File: config.mk
export PLATFORM = sky130hd
export DESIGN_NAME = bid_core
export DESIGN_NICKNAME = d
export VERILOG_FILES = /design/src/rtl/bid_pkg.sv /design/src/rtl/bid_core.sv
export SDC_FILE = /design/constraint.sdc
export NUM_CORES = 1
export LEC_CHECK = 0
export BUFFER_PORTS_ARGS = -buffer_cell sky130_fd_sc_hd__buf_4
export CORE_UTILIZATION = 40
export CTS_CLUSTER_DIAMETER = 150
export DETAILED_ROUTE_END_ITERATION = 10
export SETUP_SLACK_MARGIN = 0.3
export SLEW_MARGIN = 15
export SYNTH_ARGS = -nofsm -noshare
export SYNTH_HDL_FRONTEND = slang
export SYNTH_SLANG_ARGS = --single-unit
File: constraint.sdc
create_clock -name CLK_I -period 11.85 [get_ports CLK_I]
set_clock_uncertainty 0.15 [all_clocks]
set_input_delay 3.555 -clock CLK_I [delete_from_list [all_inputs] [get_ports CLK_I]]
set_output_delay 3.555 -clock CLK_I [all_outputs]
set_load 0.1 [all_outputs]
File: src/rtl/bid_pkg.sv
// constants, types and field layout of the instruction decoder core
// Notes on behaviour
// - every instruction is one 12-bit word
// - destination bit 0 selects accumulator, 1 file
// - bit field picks one of eight bits
// - literal is 8 bits, jump target 9 bits
// - don't-care word bits are ignored, fill zero
// - one cycle; taken test or jump takes two
// - instruction cycle equals four clock periods
// - decrement, store, skip on zero, flags kept
// - increment, store, skip on zero, flags kept
// - register or with accumulator, zero flag only
// - register xor with accumulator, zero flag only
// - rotate left through carry, carry only
// - rotate right through carry, carry only
// - skip next when selected bit is low
// - skip next when selected bit is high
// - literal or into accumulator, zero flag only
// - literal to accumulator, pop stack, two cycles
// - literal xor into accumulator, zero flag only
// - standby enters power-down, updates sleep flags
// - call and program counter low writes clear bit eight; jump and return load all nine bits
// - port read-modify-write reads the pin levels
// - direction load copies accumulator to direction latches
// - timer zero write clears prescaler if assigned
package bid_pkg;

    localparam int INSTR_W = 12;
    localparam int PC_W = 9;
    localparam int DATA_W = 8;
    localparam int FADDR_W = 5;
    localparam int STACK_DEPTH = 2;
    localparam int CLK_PERIOD_NS = 10;
    localparam int PHASES_PER_CYCLE = 4;
    localparam logic [1:0] PHASE_FETCH = 2'h1;
    localparam logic [1:0] PHASE_READ = 2'h2;
    localparam logic [1:0] PHASE_EXEC = 2'h3;

    // file addresses handled inside the core or with side effects
    localparam logic [4:0] ADDR_TIMER_ZERO = 5'h01;
    localparam logic [4:0] ADDR_PC_LOW = 5'h02;
    localparam logic [4:0] ADDR_STATUS = 5'h03;
    localparam logic [4:0] ADDR_PORT = 5'h06;
    localparam logic [2:0] DIR_LOAD_PORT = 3'h6;

    // status and option bit positions
    localparam int ST_CARRY = 0;
    localparam int ST_HALF_CARRY = 1;
    localparam int ST_ZERO = 2;
    localparam int ST_SLEEP_ENTERED = 3;
    localparam int ST_WATCHDOG_EXPIRY = 4;
    localparam int OPT_PRESCALE_ASSIGN = 3;

    localparam logic [8:0] RESET_PC = 9'h000;
    localparam logic [7:0] RESET_DIR = 8'hff;
    localparam logic [7:0] RESET_OPTION = 8'hff;
    localparam logic [7:0] RESET_W = 8'h00;
    localparam logic [4:0] RESET_STATUS = 5'h18;

    typedef enum logic [5:0] {
        OP_NOP = 6'h00, OP_OPTION_LOAD = 6'h01, OP_STANDBY = 6'h02,
        OP_WATCHDOG_CLEAR = 6'h03, OP_PIN_DIRECTION_LOAD = 6'h04, OP_MOVE_W_F = 6'h05,
        OP_CLEAR_W = 6'h06, OP_CLEAR_F = 6'h07, OP_SUB = 6'h08, OP_DEC = 6'h09,
        OP_REGISTER_OR = 6'h0a, OP_AND = 6'h0b, OP_REGISTER_XOR = 6'h0c, OP_ADD = 6'h0d,
        OP_MOVE_F = 6'h0e, OP_COMPLEMENT = 6'h0f, OP_INC = 6'h10,
        OP_DECREMENT_SKIP_ZERO = 6'h11, OP_ROTATE_RIGHT_CARRY = 6'h12,
        OP_ROTATE_LEFT_CARRY = 6'h13, OP_SWAP = 6'h14, OP_INCREMENT_SKIP_ZERO = 6'h15,
        OP_BIT_CLEAR = 6'h16, OP_BIT_SET = 6'h17, OP_SKIP_IF_BIT_LOW = 6'h18,
        OP_SKIP_IF_BIT_HIGH = 6'h19, OP_RETURN_WITH_LITERAL = 6'h1a, OP_CALL = 6'h1b,
        OP_ABSOLUTE_JUMP = 6'h1c, OP_MOVE_LITERAL = 6'h1d, OP_LITERAL_OR = 6'h1e,
        OP_LITERAL_AND = 6'h1f, OP_LITERAL_XOR = 6'h20
    } bid_op_e;

    typedef struct packed {
        logic [4:0] faddr;
        logic dest_file;
        logic [2:0] bit_num;
        logic [8:0] literal;
    } bid_fields_s;

endpackage

File: src/rtl/bid_core.sv
// instruction decode and execute core with four-phase instruction cycle
`timescale 1ns/1ps
module bid_core #(
    parameter int STACK_LEVELS = 2
) (
    input wire logic CLK_I,
    input wire logic SRST_I,
    input wire logic [11:0] INSTR_I,
    input wire logic [7:0] FILE_RDATA_I,
    input wire logic [7:0] PIN_I,
    output logic [8:0] PMEM_ADDR_O,
    output logic [4:0] FILE_ADDR_O,
    output logic [7:0] FILE_WDATA_O,
    output logic FILE_WE_O,
    output logic [7:0] PIN_DIR_O,
    output logic [7:0] OPTION_O,
    output logic [7:0] STATUS_O,
    output logic [7:0] ACCUM_O,
    output logic SLEEP_O,
    output logic WATCHDOG_CLEAR_O,
    output logic PRESCALE_CLEAR_O
);
    import bid_pkg::*;

    // ----------------------------------------------------------------
    // decode
    // ----------------------------------------------------------------
    function automatic bid_op_e decode_op(input logic [11:0] i);
        bid_op_e op;
        op = OP_NOP;
        casez (i)
            12'b0000_0000_0000: op = OP_NOP;
            12'b0000_0000_0010: op = OP_OPTION_LOAD;
            12'b0000_0000_0011: op = OP_STANDBY;
            12'b0000_0000_0100: op = OP_WATCHDOG_CLEAR;
            12'b0000_0000_0???: op = OP_PIN_DIRECTION_LOAD;
            12'b0000_001?_????: op = OP_MOVE_W_F;
            12'b0000_0100_0000: op = OP_CLEAR_W;
            12'b0000_011?_????: op = OP_CLEAR_F;
            12'b0000_10??_????: op = OP_SUB;
            12'b0000_11??_????: op = OP_DEC;
            12'b0001_00??_????: op = OP_REGISTER_OR;
            12'b0001_01??_????: op = OP_AND;
            12'b0001_10??_????: op = OP_REGISTER_XOR;
            12'b0001_11??_????: op = OP_ADD;
            12'b0010_00??_????: op = OP_MOVE_F;
            12'b0010_01??_????: op = OP_COMPLEMENT;
            12'b0010_10??_????: op = OP_INC;
            12'b0010_11??_????: op = OP_DECREMENT_SKIP_ZERO;
            12'b0011_00??_????: op = OP_ROTATE_RIGHT_CARRY;
            12'b0011_01??_????: op = OP_ROTATE_LEFT_CARRY;
            12'b0011_10??_????: op = OP_SWAP;
            12'b0011_11??_????: op = OP_INCREMENT_SKIP_ZERO;
            12'b0100_????_????: op = OP_BIT_CLEAR;
            12'b0101_????_????: op = OP_BIT_SET;
            12'b0110_????_????: op = OP_SKIP_IF_BIT_LOW;
            12'b0111_????_????: op = OP_SKIP_IF_BIT_HIGH;
            12'b1000_????_????: op = OP_RETURN_WITH_LITERAL;
            12'b1001_????_????: op = OP_CALL;
            12'b101?_????_????: op = OP_ABSOLUTE_JUMP;
            12'b1100_????_????: op = OP_MOVE_LITERAL;
            12'b1101_????_????: op = OP_LITERAL_OR;
            12'b1110_????_????: op = OP_LITERAL_AND;
            12'b1111_????_????: op = OP_LITERAL_XOR;
            default: op = OP_NOP;
        endcase
        return op;
    endfunction

    logic [1:0] phase_reg;
    logic [11:0] ir_reg;
    logic [7:0] fdata_reg;
    logic [8:0] pc_reg;
    logic [7:0] w_reg;
    logic [4:0] status_reg;
    logic [7:0] dir_reg;
    logic [7:0] option_reg;
    logic dead_reg;
    logic sleep_reg;
    logic [7:0] pin_s1_reg;
    logic [7:0] pin_s2_reg;
    logic [8:0] stack_reg [STACK_LEVELS];
    bid_op_e op;
    bid_fields_s fld;
    logic exec;

    assign op = decode_op(ir_reg);
    // operand fields; bits outside the fields are never looked at
    assign fld = '{faddr: ir_reg[4:0], dest_file: ir_reg[5], bit_num: ir_reg[7:5],
                   literal: ir_reg[8:0]};
    assign exec = (phase_reg == PHASE_EXEC) && !dead_reg && !sleep_reg;

    // ----------------------------------------------------------------
    // phase counter and pin synchroniser
    // ----------------------------------------------------------------
    always_ff @(posedge CLK_I)
    begin
        if (SRST_I || sleep_reg)
            phase_reg <= 2'h0;
        else
            phase_reg <= phase_reg + 2'h1;
    end

    always_ff @(posedge CLK_I)
    begin
        pin_s1_reg <= PIN_I;
        pin_s2_reg <= pin_s1_reg;
    end

    // ----------------------------------------------------------------
    // fetch and operand read
    // ----------------------------------------------------------------
    always_ff @(posedge CLK_I)
    begin
        if (SRST_I)
        begin
            ir_reg <= 12'h000;
            fdata_reg <= 8'h00;
        end
        else if (phase_reg == PHASE_FETCH)
            ir_reg <= INSTR_I;
        else if (phase_reg == PHASE_READ)
        begin
            case (fld.faddr)
                ADDR_PC_LOW: fdata_reg <= pc_reg[7:0];
                ADDR_STATUS: fdata_reg <= {3'h0, status_reg};
                ADDR_PORT: fdata_reg <= pin_s2_reg;
                default: fdata_reg <= FILE_RDATA_I;
            endcase
        end
    end

    // ----------------------------------------------------------------
    // execute
    // ----------------------------------------------------------------
    logic [7:0] res;
    logic [8:0] sum;
    logic [4:0] half;
    logic [7:0] bmask;
    logic wr_w, wr_f, upd_c, upd_dc, upd_z, skip, two_cyc;
    logic c_n, dc_n;
    logic [8:0] pc_next;
    logic [8:0] pc_inc;

    assign bmask = 8'h01 << fld.bit_num;
    assign pc_inc = pc_reg + 9'h001;

    always_comb
    begin
        res = 8'h00;
        sum = 9'h000;
        half = 5'h00;
        wr_w = 1'b0;
        wr_f = 1'b0;
        upd_c = 1'b0;
        upd_dc = 1'b0;
        upd_z = 1'b0;
        skip = 1'b0;
        c_n = status_reg[ST_CARRY];
        dc_n = status_reg[ST_HALF_CARRY];
        pc_next = pc_inc;
        case (op)
            OP_ADD, OP_SUB:
            begin
                sum = (op == OP_ADD) ? {1'b0, fdata_reg} + {1'b0, w_reg}
                                     : {1'b0, fdata_reg} + {1'b0, ~w_reg} + 9'h001;
                half = (op == OP_ADD) ? {1'b0, fdata_reg[3:0]} + {1'b0, w_reg[3:0]}
                                      : {1'b0, fdata_reg[3:0]} + {1'b0, ~w_reg[3:0]} + 5'h01;
                res = sum[7:0];
                c_n = sum[8];
                dc_n = half[4];
                {upd_c, upd_dc, upd_z} = 3'b111;
            end
            OP_AND: res = w_reg & fdata_reg;
            OP_REGISTER_OR: res = w_reg | fdata_reg;
            OP_REGISTER_XOR: res = w_reg ^ fdata_reg;
            OP_MOVE_F: res = fdata_reg;
            OP_COMPLEMENT: res = ~fdata_reg;
            OP_INC, OP_INCREMENT_SKIP_ZERO: res = fdata_reg + 8'h01;
            OP_DEC, OP_DECREMENT_SKIP_ZERO: res = fdata_reg - 8'h01;
            OP_SWAP: res = {fdata_reg[3:0], fdata_reg[7:4]};
            OP_ROTATE_LEFT_CARRY:
            begin
                res = {fdata_reg[6:0], status_reg[ST_CARRY]};
                c_n = fdata_reg[7];
                upd_c = 1'b1;
            end
            OP_ROTATE_RIGHT_CARRY:
            begin
                res = {status_reg[ST_CARRY], fdata_reg[7:1]};
                c_n = fdata_reg[0];
                upd_c = 1'b1;
            end
            OP_BIT_CLEAR: res = fdata_reg & ~bmask;
            OP_BIT_SET: res = fdata_reg | bmask;
            OP_SKIP_IF_BIT_LOW: skip = (fdata_reg & bmask) == 8'h00;
            OP_SKIP_IF_BIT_HIGH: skip = (fdata_reg & bmask) != 8'h00;
            OP_MOVE_W_F: res = w_reg;
            OP_CLEAR_F, OP_CLEAR_W: res = 8'h00;
            OP_MOVE_LITERAL, OP_RETURN_WITH_LITERAL: res = fld.literal[7:0];
            OP_LITERAL_OR: res = w_reg | fld.literal[7:0];
            OP_LITERAL_AND: res = w_reg & fld.literal[7:0];
            OP_LITERAL_XOR: res = w_reg ^ fld.literal[7:0];
            OP_CALL: pc_next = {1'b0, fld.literal[7:0]};
            OP_ABSOLUTE_JUMP: pc_next = fld.literal;
            default: res = 8'h00;
        endcase
        case (op)
            OP_ADD, OP_SUB, OP_AND, OP_REGISTER_OR, OP_REGISTER_XOR, OP_MOVE_F,
            OP_COMPLEMENT, OP_INC, OP_DEC, OP_CLEAR_F, OP_CLEAR_W, OP_LITERAL_OR,
            OP_LITERAL_AND, OP_LITERAL_XOR:
                upd_z = 1'b1;
            default: upd_z = upd_z;
        endcase
        case (op)
            OP_ADD, OP_SUB, OP_AND, OP_REGISTER_OR, OP_REGISTER_XOR, OP_MOVE_F,
            OP_COMPLEMENT, OP_INC, OP_DEC, OP_SWAP, OP_ROTATE_LEFT_CARRY,
            OP_ROTATE_RIGHT_CARRY, OP_INCREMENT_SKIP_ZERO, OP_DECREMENT_SKIP_ZERO:
            begin
                wr_w = !fld.dest_file;
                wr_f = fld.dest_file;
            end
            OP_MOVE_W_F, OP_CLEAR_F, OP_BIT_CLEAR, OP_BIT_SET: wr_f = 1'b1;
            OP_CLEAR_W, OP_MOVE_LITERAL, OP_LITERAL_OR, OP_LITERAL_AND, OP_LITERAL_XOR,
            OP_RETURN_WITH_LITERAL:
                wr_w = 1'b1;
            default: wr_w = 1'b0;
        endcase
        if ((op == OP_INCREMENT_SKIP_ZERO || op == OP_DECREMENT_SKIP_ZERO) && res == 8'h00)
            skip = 1'b1;
        if (op == OP_RETURN_WITH_LITERAL)
            pc_next = stack_reg[0];
        if (skip)
            pc_next = pc_reg + 9'h002;
        if (wr_f && fld.faddr == ADDR_PC_LOW)
            pc_next = {1'b0, res};
    end

    assign two_cyc = skip || op == OP_CALL || op == OP_ABSOLUTE_JUMP
                     || op == OP_RETURN_WITH_LITERAL
                     || (wr_f && fld.faddr == ADDR_PC_LOW);

    // ----------------------------------------------------------------
    // architectural state
    // ----------------------------------------------------------------
    always_ff @(posedge CLK_I)
    begin
        if (SRST_I)
        begin
            pc_reg <= RESET_PC;
            dead_reg <= 1'b0;
        end
        else if (phase_reg == PHASE_EXEC)
        begin
            if (dead_reg)
                dead_reg <= 1'b0;
            else if (!sleep_reg)
            begin
                pc_reg <= pc_next;
                dead_reg <= two_cyc;
            end
        end
    end

    always_ff @(posedge CLK_I)
    begin
        if (SRST_I)
            for (int s = 0; s < STACK_LEVELS; s++)
                stack_reg[s] <= RESET_PC;
        else if (exec && op == OP_CALL)
        begin
            stack_reg[0] <= pc_inc;
            for (int s = 1; s < STACK_LEVELS; s++)
                stack_reg[s] <= stack_reg[s - 1];
        end
        else if (exec && op == OP_RETURN_WITH_LITERAL)
            for (int s = 0; s < STACK_LEVELS - 1; s++)
                stack_reg[s] <= stack_reg[s + 1];
    end

    always_ff @(posedge CLK_I)
    begin
        if (SRST_I)
            w_reg <= RESET_W;
        else if (exec && wr_w)
            w_reg <= res;
    end

    always_ff @(posedge CLK_I)
    begin
        if (SRST_I)
            status_reg <= RESET_STATUS;
        else if (exec)
        begin
            if (wr_f && fld.faddr == ADDR_STATUS)
                status_reg[2:0] <= res[2:0];
            if (upd_c)
                status_reg[ST_CARRY] <= c_n;
            if (upd_dc)
                status_reg[ST_HALF_CARRY] <= dc_n;
            if (upd_z)
                status_reg[ST_ZERO] <= (res == 8'h00);
            if (op == OP_STANDBY)
                status_reg[4:3] <= 2'b10;
            if (op == OP_WATCHDOG_CLEAR)
                status_reg[4:3] <= 2'b11;
        end
    end

    always_ff @(posedge CLK_I)
    begin
        if (SRST_I)
        begin
            dir_reg <= RESET_DIR;
            option_reg <= RESET_OPTION;
            sleep_reg <= 1'b0;
        end
        else if (exec)
        begin
            if (op == OP_PIN_DIRECTION_LOAD && ir_reg[2:0] == DIR_LOAD_PORT)
                dir_reg <= w_reg;
            if (op == OP_OPTION_LOAD)
                option_reg <= w_reg;
            if (op == OP_STANDBY)
                sleep_reg <= 1'b1;
        end
    end

    // ----------------------------------------------------------------
    // outputs
    // ----------------------------------------------------------------
    always_ff @(posedge CLK_I)
    begin
        if (SRST_I)
        begin
            FILE_ADDR_O <= 5'h00;
            FILE_WDATA_O <= 8'h00;
            FILE_WE_O <= 1'b0;
            WATCHDOG_CLEAR_O <= 1'b0;
            PRESCALE_CLEAR_O <= 1'b0;
        end
        else
        begin
            if (phase_reg == PHASE_FETCH)
                FILE_ADDR_O <= INSTR_I[4:0];
            FILE_WDATA_O <= res;
            FILE_WE_O <= exec && wr_f && fld.faddr != ADDR_PC_LOW
                         && fld.faddr != ADDR_STATUS;
            WATCHDOG_CLEAR_O <= exec && (op == OP_WATCHDOG_CLEAR || op == OP_STANDBY);
            PRESCALE_CLEAR_O <= exec && wr_f && fld.faddr == ADDR_TIMER_ZERO
                                && !option_reg[OPT_PRESCALE_ASSIGN];
        end
    end

    assign PMEM_ADDR_O = pc_reg;
    assign PIN_DIR_O = dir_reg;
    assign OPTION_O = option_reg;
    assign STATUS_O = {3'h0, status_reg};
    assign ACCUM_O = w_reg;
    assign SLEEP_O = sleep_reg;
endmodule

==> key figures <==
GRT
  • Largest net degree at the start of global routing: 76
  • Grt total ovfl: 0
  • First-pass GRT wire length: 41,600 um
  • Vias in the first global route: 6,919
  • Global Route Usage Sum: 0.274
  • Initial antenna violation count: 0

Setup path
  • Crit path launch: ir_reg[10]
  • Critical path's slowest cell: dfxtp_1
  • Most frequent CP cell: o21ai_0
  • Critical R2R Capture: PMEM_ADDR_O[4]
  • CP peak stage delay: 1.01 ns
  • CP Capture Type: flip-flop
  • CP startpoint kind: flip-flop
  • Critical path type: flip-flop to flip-flop
  • Crit path cell chain: nor2_1 -> a31oi_1 -> o21ai_0 -> o21ai_1 -> a21oi_1 -> inv_1 -> ha_1 -> and2_1 -> a221o_1 -> o21ai_0 -> or4b_1 -> o311ai_0 -> xnor2_1 -> or4_1 -> o21ai_4 -> mux2_1 -> o2111ai_1 -> a311oi_2
  • Worst r2r path cells: 18
  • Critical Path AT: 6.59 ns
  • CP max FO: 34
  • Worst r2r src: ir_reg[10]
  • Register-to-register setup slack: between 5 and 6 ns
  • Required @ worst endpoint: 11.92 ns

Placement
  • DP HPWL: slightly below 20,000 um
  • Port bufs: 83
  • GP Congestion: roughly 1
  • Placed cells: ~1,200

Timing
  • Relative slew slack: 0.166
  • Tcrit/Tclk final: 0.550
  • RSZ-0062 raised after global routing: false
  • Worst slew pin tran: between 1 and 1.5 ns
  • Setup_tns: 0 ns
  • Slew Limit Fails: 0
  • Min Clock Period, post-route: 6.52 ns
  • Fmax: 0.153 GHz
  • Final hold vios: 0
  • Final setup vio count: 0

Logic synthesis
  • Top cell type's share of synthesized area: 0.228
  • Avg Cell Area, Syn: 8.09 um2
  • Synth cell types: between 80 and 90
  • Synth Instances: ~950
  • Top_reg_cell synth: dfxtp_1
  • Post-Syn Area: 7710 um2
  • Post-synth top cells: nor2_1 (106), dfxtp_1 (88), nand2_1 (81)
  • Async set-reset flop share out of synthesis: 0
  • Area leader, netlist: dfxtp_1
  • Most common cell in the synthesized netlist: nor2_1
  • Sequential-to-total area share from yosys stat: 0.299
  • #FFs+latches synth: 106
  • Ys Warns: 0
  • EDFF count, synth: 18
  • Synth top area cells: dfxtp_1 (23%), edfxtp_1 (7.0%), mux2i_1 (6.5%)

Power
  • Gate power share: 0.296
  • Total net switching power: 390 uW
  • P_int: 644 uW
  • Seq pwr share: 0.401
  • Clock Power Share: 0.303
  • Lkg Pwr: 0.00337 uW
  • Sw frac: 0.377
  • Peak VDD IR: 0.0000932 V
  • Cell area power density: 119 nW/um2

Clock network
  • Root Buffer Master: clkbuf_16
  • CTS Buf Count: 9
  • Htree depth: 3
  • CTS clk-pin slew, worst paths: 0.09 ns
  • Post-CTS Setup Bufs: 0
  • Post-cts sizing count: 0
  • # hold bufs at CTS: 0
  • Longest Clk Path Bufs: 2
  • Clock sinks: 106
  • TritonCTS clock tree: done
  • Clock Latency Late Sink: 0.36 ns

Routing
  • Routed wire length per instance: about 22 um
  • DR iter-0 viols: 963
  • Drt via density: 6.11
  • Post-route ant nets: 0
  • Drt total wl: 27,200 um
  • Vias: 7,583
  • Residual DRC count: 0
  • DRT Pass-1 Iters: 5

Final layout
  • Number of flip-flops in the largest register: 18
  • N_diodes: 0
  • Layout cells sized above 1: 0.138
  • Fin cells: 1,242
  • Fill cell count: 1,875
  • NumNets Final: 1,038
  • Area growth syn-to-layout: 12.6%

Floorplan
  • Die Wd: 141 um
  • Die area: 19,800 um2
  • Starting Density: 0.410
  • Core Area: 18,800 um2
  • Die Y: 141 um
  • Top Ports: between 80 and 90
  • Row Count: 50

Hold path
  • Hold crit path type: flip-flop to flip-flop
  • Hold depth: 0
  • Hold EP: pin_s2_reg[7]
  • Hold Crit Start: pin_s1_reg[7]

Run
  • Max Cap Viol: 0

Run status
  • Status: finished, final reports clean
power by group through the flow:
stage | Combinational (uW) | Sequential (uW) | Clock, uW
detailed placement | 299 | 421 | 0
finish | 306 | 414 | 313
floorplan | 205 | 435 | 0
global placement | 301 | 421 | 0
global route | 326 | 416 | 333
CTS | 300 | 413 | 320
final cells by class:
cell class              instances  area [um2]  share of cell area
clock buffers                  10         250              0.0288
clock inverters                 6        63.8             0.00735
inverters                      28         105              0.0121
multi-input cells             734        4900               0.564
flip-flops and latches        106        2300               0.265
well taps                     260         325              0.0375
repair buffers                 98         736              0.0847
cell usage in the layout, fill, tap and decap left out, drive strengths merged, types with 9 or more instances in the layout:
cell | synthesis | final
edfxtp | 18 | 18
xnor2 | 18 | 18
nor2b | 22 | 22
dfxtp | 88 | 88
o211ai | 10 | 10
nand2 | 81 | 81
ha | 28 | 28
a21oi | 51 | 51
xor2 | 11 | 11
inv | 27 | 30
nor3 | 19 | 19
and2 | 25 | 25
a211oi | 18 | 18
buf | 38 | 98
o21ai | 45 | 45
a211o | 18 | 18
a31oi | 12 | 12
nor2 | 106 | 106
a221oi | 9 | 9
mux2i | 50 | 50
nand3 | 32 | 32
clkbuf | 49 | 10
routing by layer:
| metal | share of wire | track usage | up-vias |
|---|---|---|---|
| met1 | 0.46 | 0.404 | 3586 |
| li1 | - | - | 3517 |
| met4 | 0.033 | 0.104 | 0 |
| met3 | 0.085 | 0.0445 | 70 |
| met2 | 0.42 | 0.396 | 410 |
| met5 | 0 | 0 | - |
how the worst max path moves through the flow:
stage | to | cells after the start | slack (ns)
after floorplan | PMEM_ADDR_O[2] | 20 | 6.66
after global placement | PMEM_ADDR_O[4] | 18 | 5.61
after detailed placement | PMEM_ADDR_O[4] | 18 | 5.47
after CTS | PMEM_ADDR_O[4] | 18 | 5.45
after global routing | PMEM_ADDR_O[4] | 18 | 4.84
final | PMEM_ADDR_O[4] | 18 | 5.33
stage by stage:
stage          hold WS (ns)  power (uW)  worst slack (ns)   util  cell area (um2)
6_report              0.179        1030              5.33  0.461             8680
4_1_cts               0.179        1030              5.45  0.461             8680
2_1_floorplan         0.160         640              6.66      -             7720
3_3_place_gp          0.160         722              5.61  0.444             8360
3_5_place_dp          0.162         720              5.47  0.444             8370
5_1_grt               0.186        1080              4.84  0.461             8680
critical path, delay by kind of cell (launching register included):
family / cells / cell delay (ns)
xor+xnor: 1 / 0.14
buf+inv: 1 / 0.25
mux: 1 / 0.37
compound gates: 10 / 2.47
simple gates: 4 / 1.66
flops: 1 / 1.01
fa+ha+maj: 1 / 0.32
logic make-up after synthesis:
| logic type | synth area share |
|---|---|
| XOR/XNOR | 0.0329 |
| AO/OA/AOI/OAI | 0.240 |
| multiplexers | 0.0693 |
| flip-flops | 0.299 |
| other | 0.000974 |
| adder cells (fa/ha/maj) | 0.0532 |
| buffers and inverters | 0.0696 |
| AND/OR/NAND/NOR | 0.236 |
No activity file was read; power rests on OpenSTA's default activity.
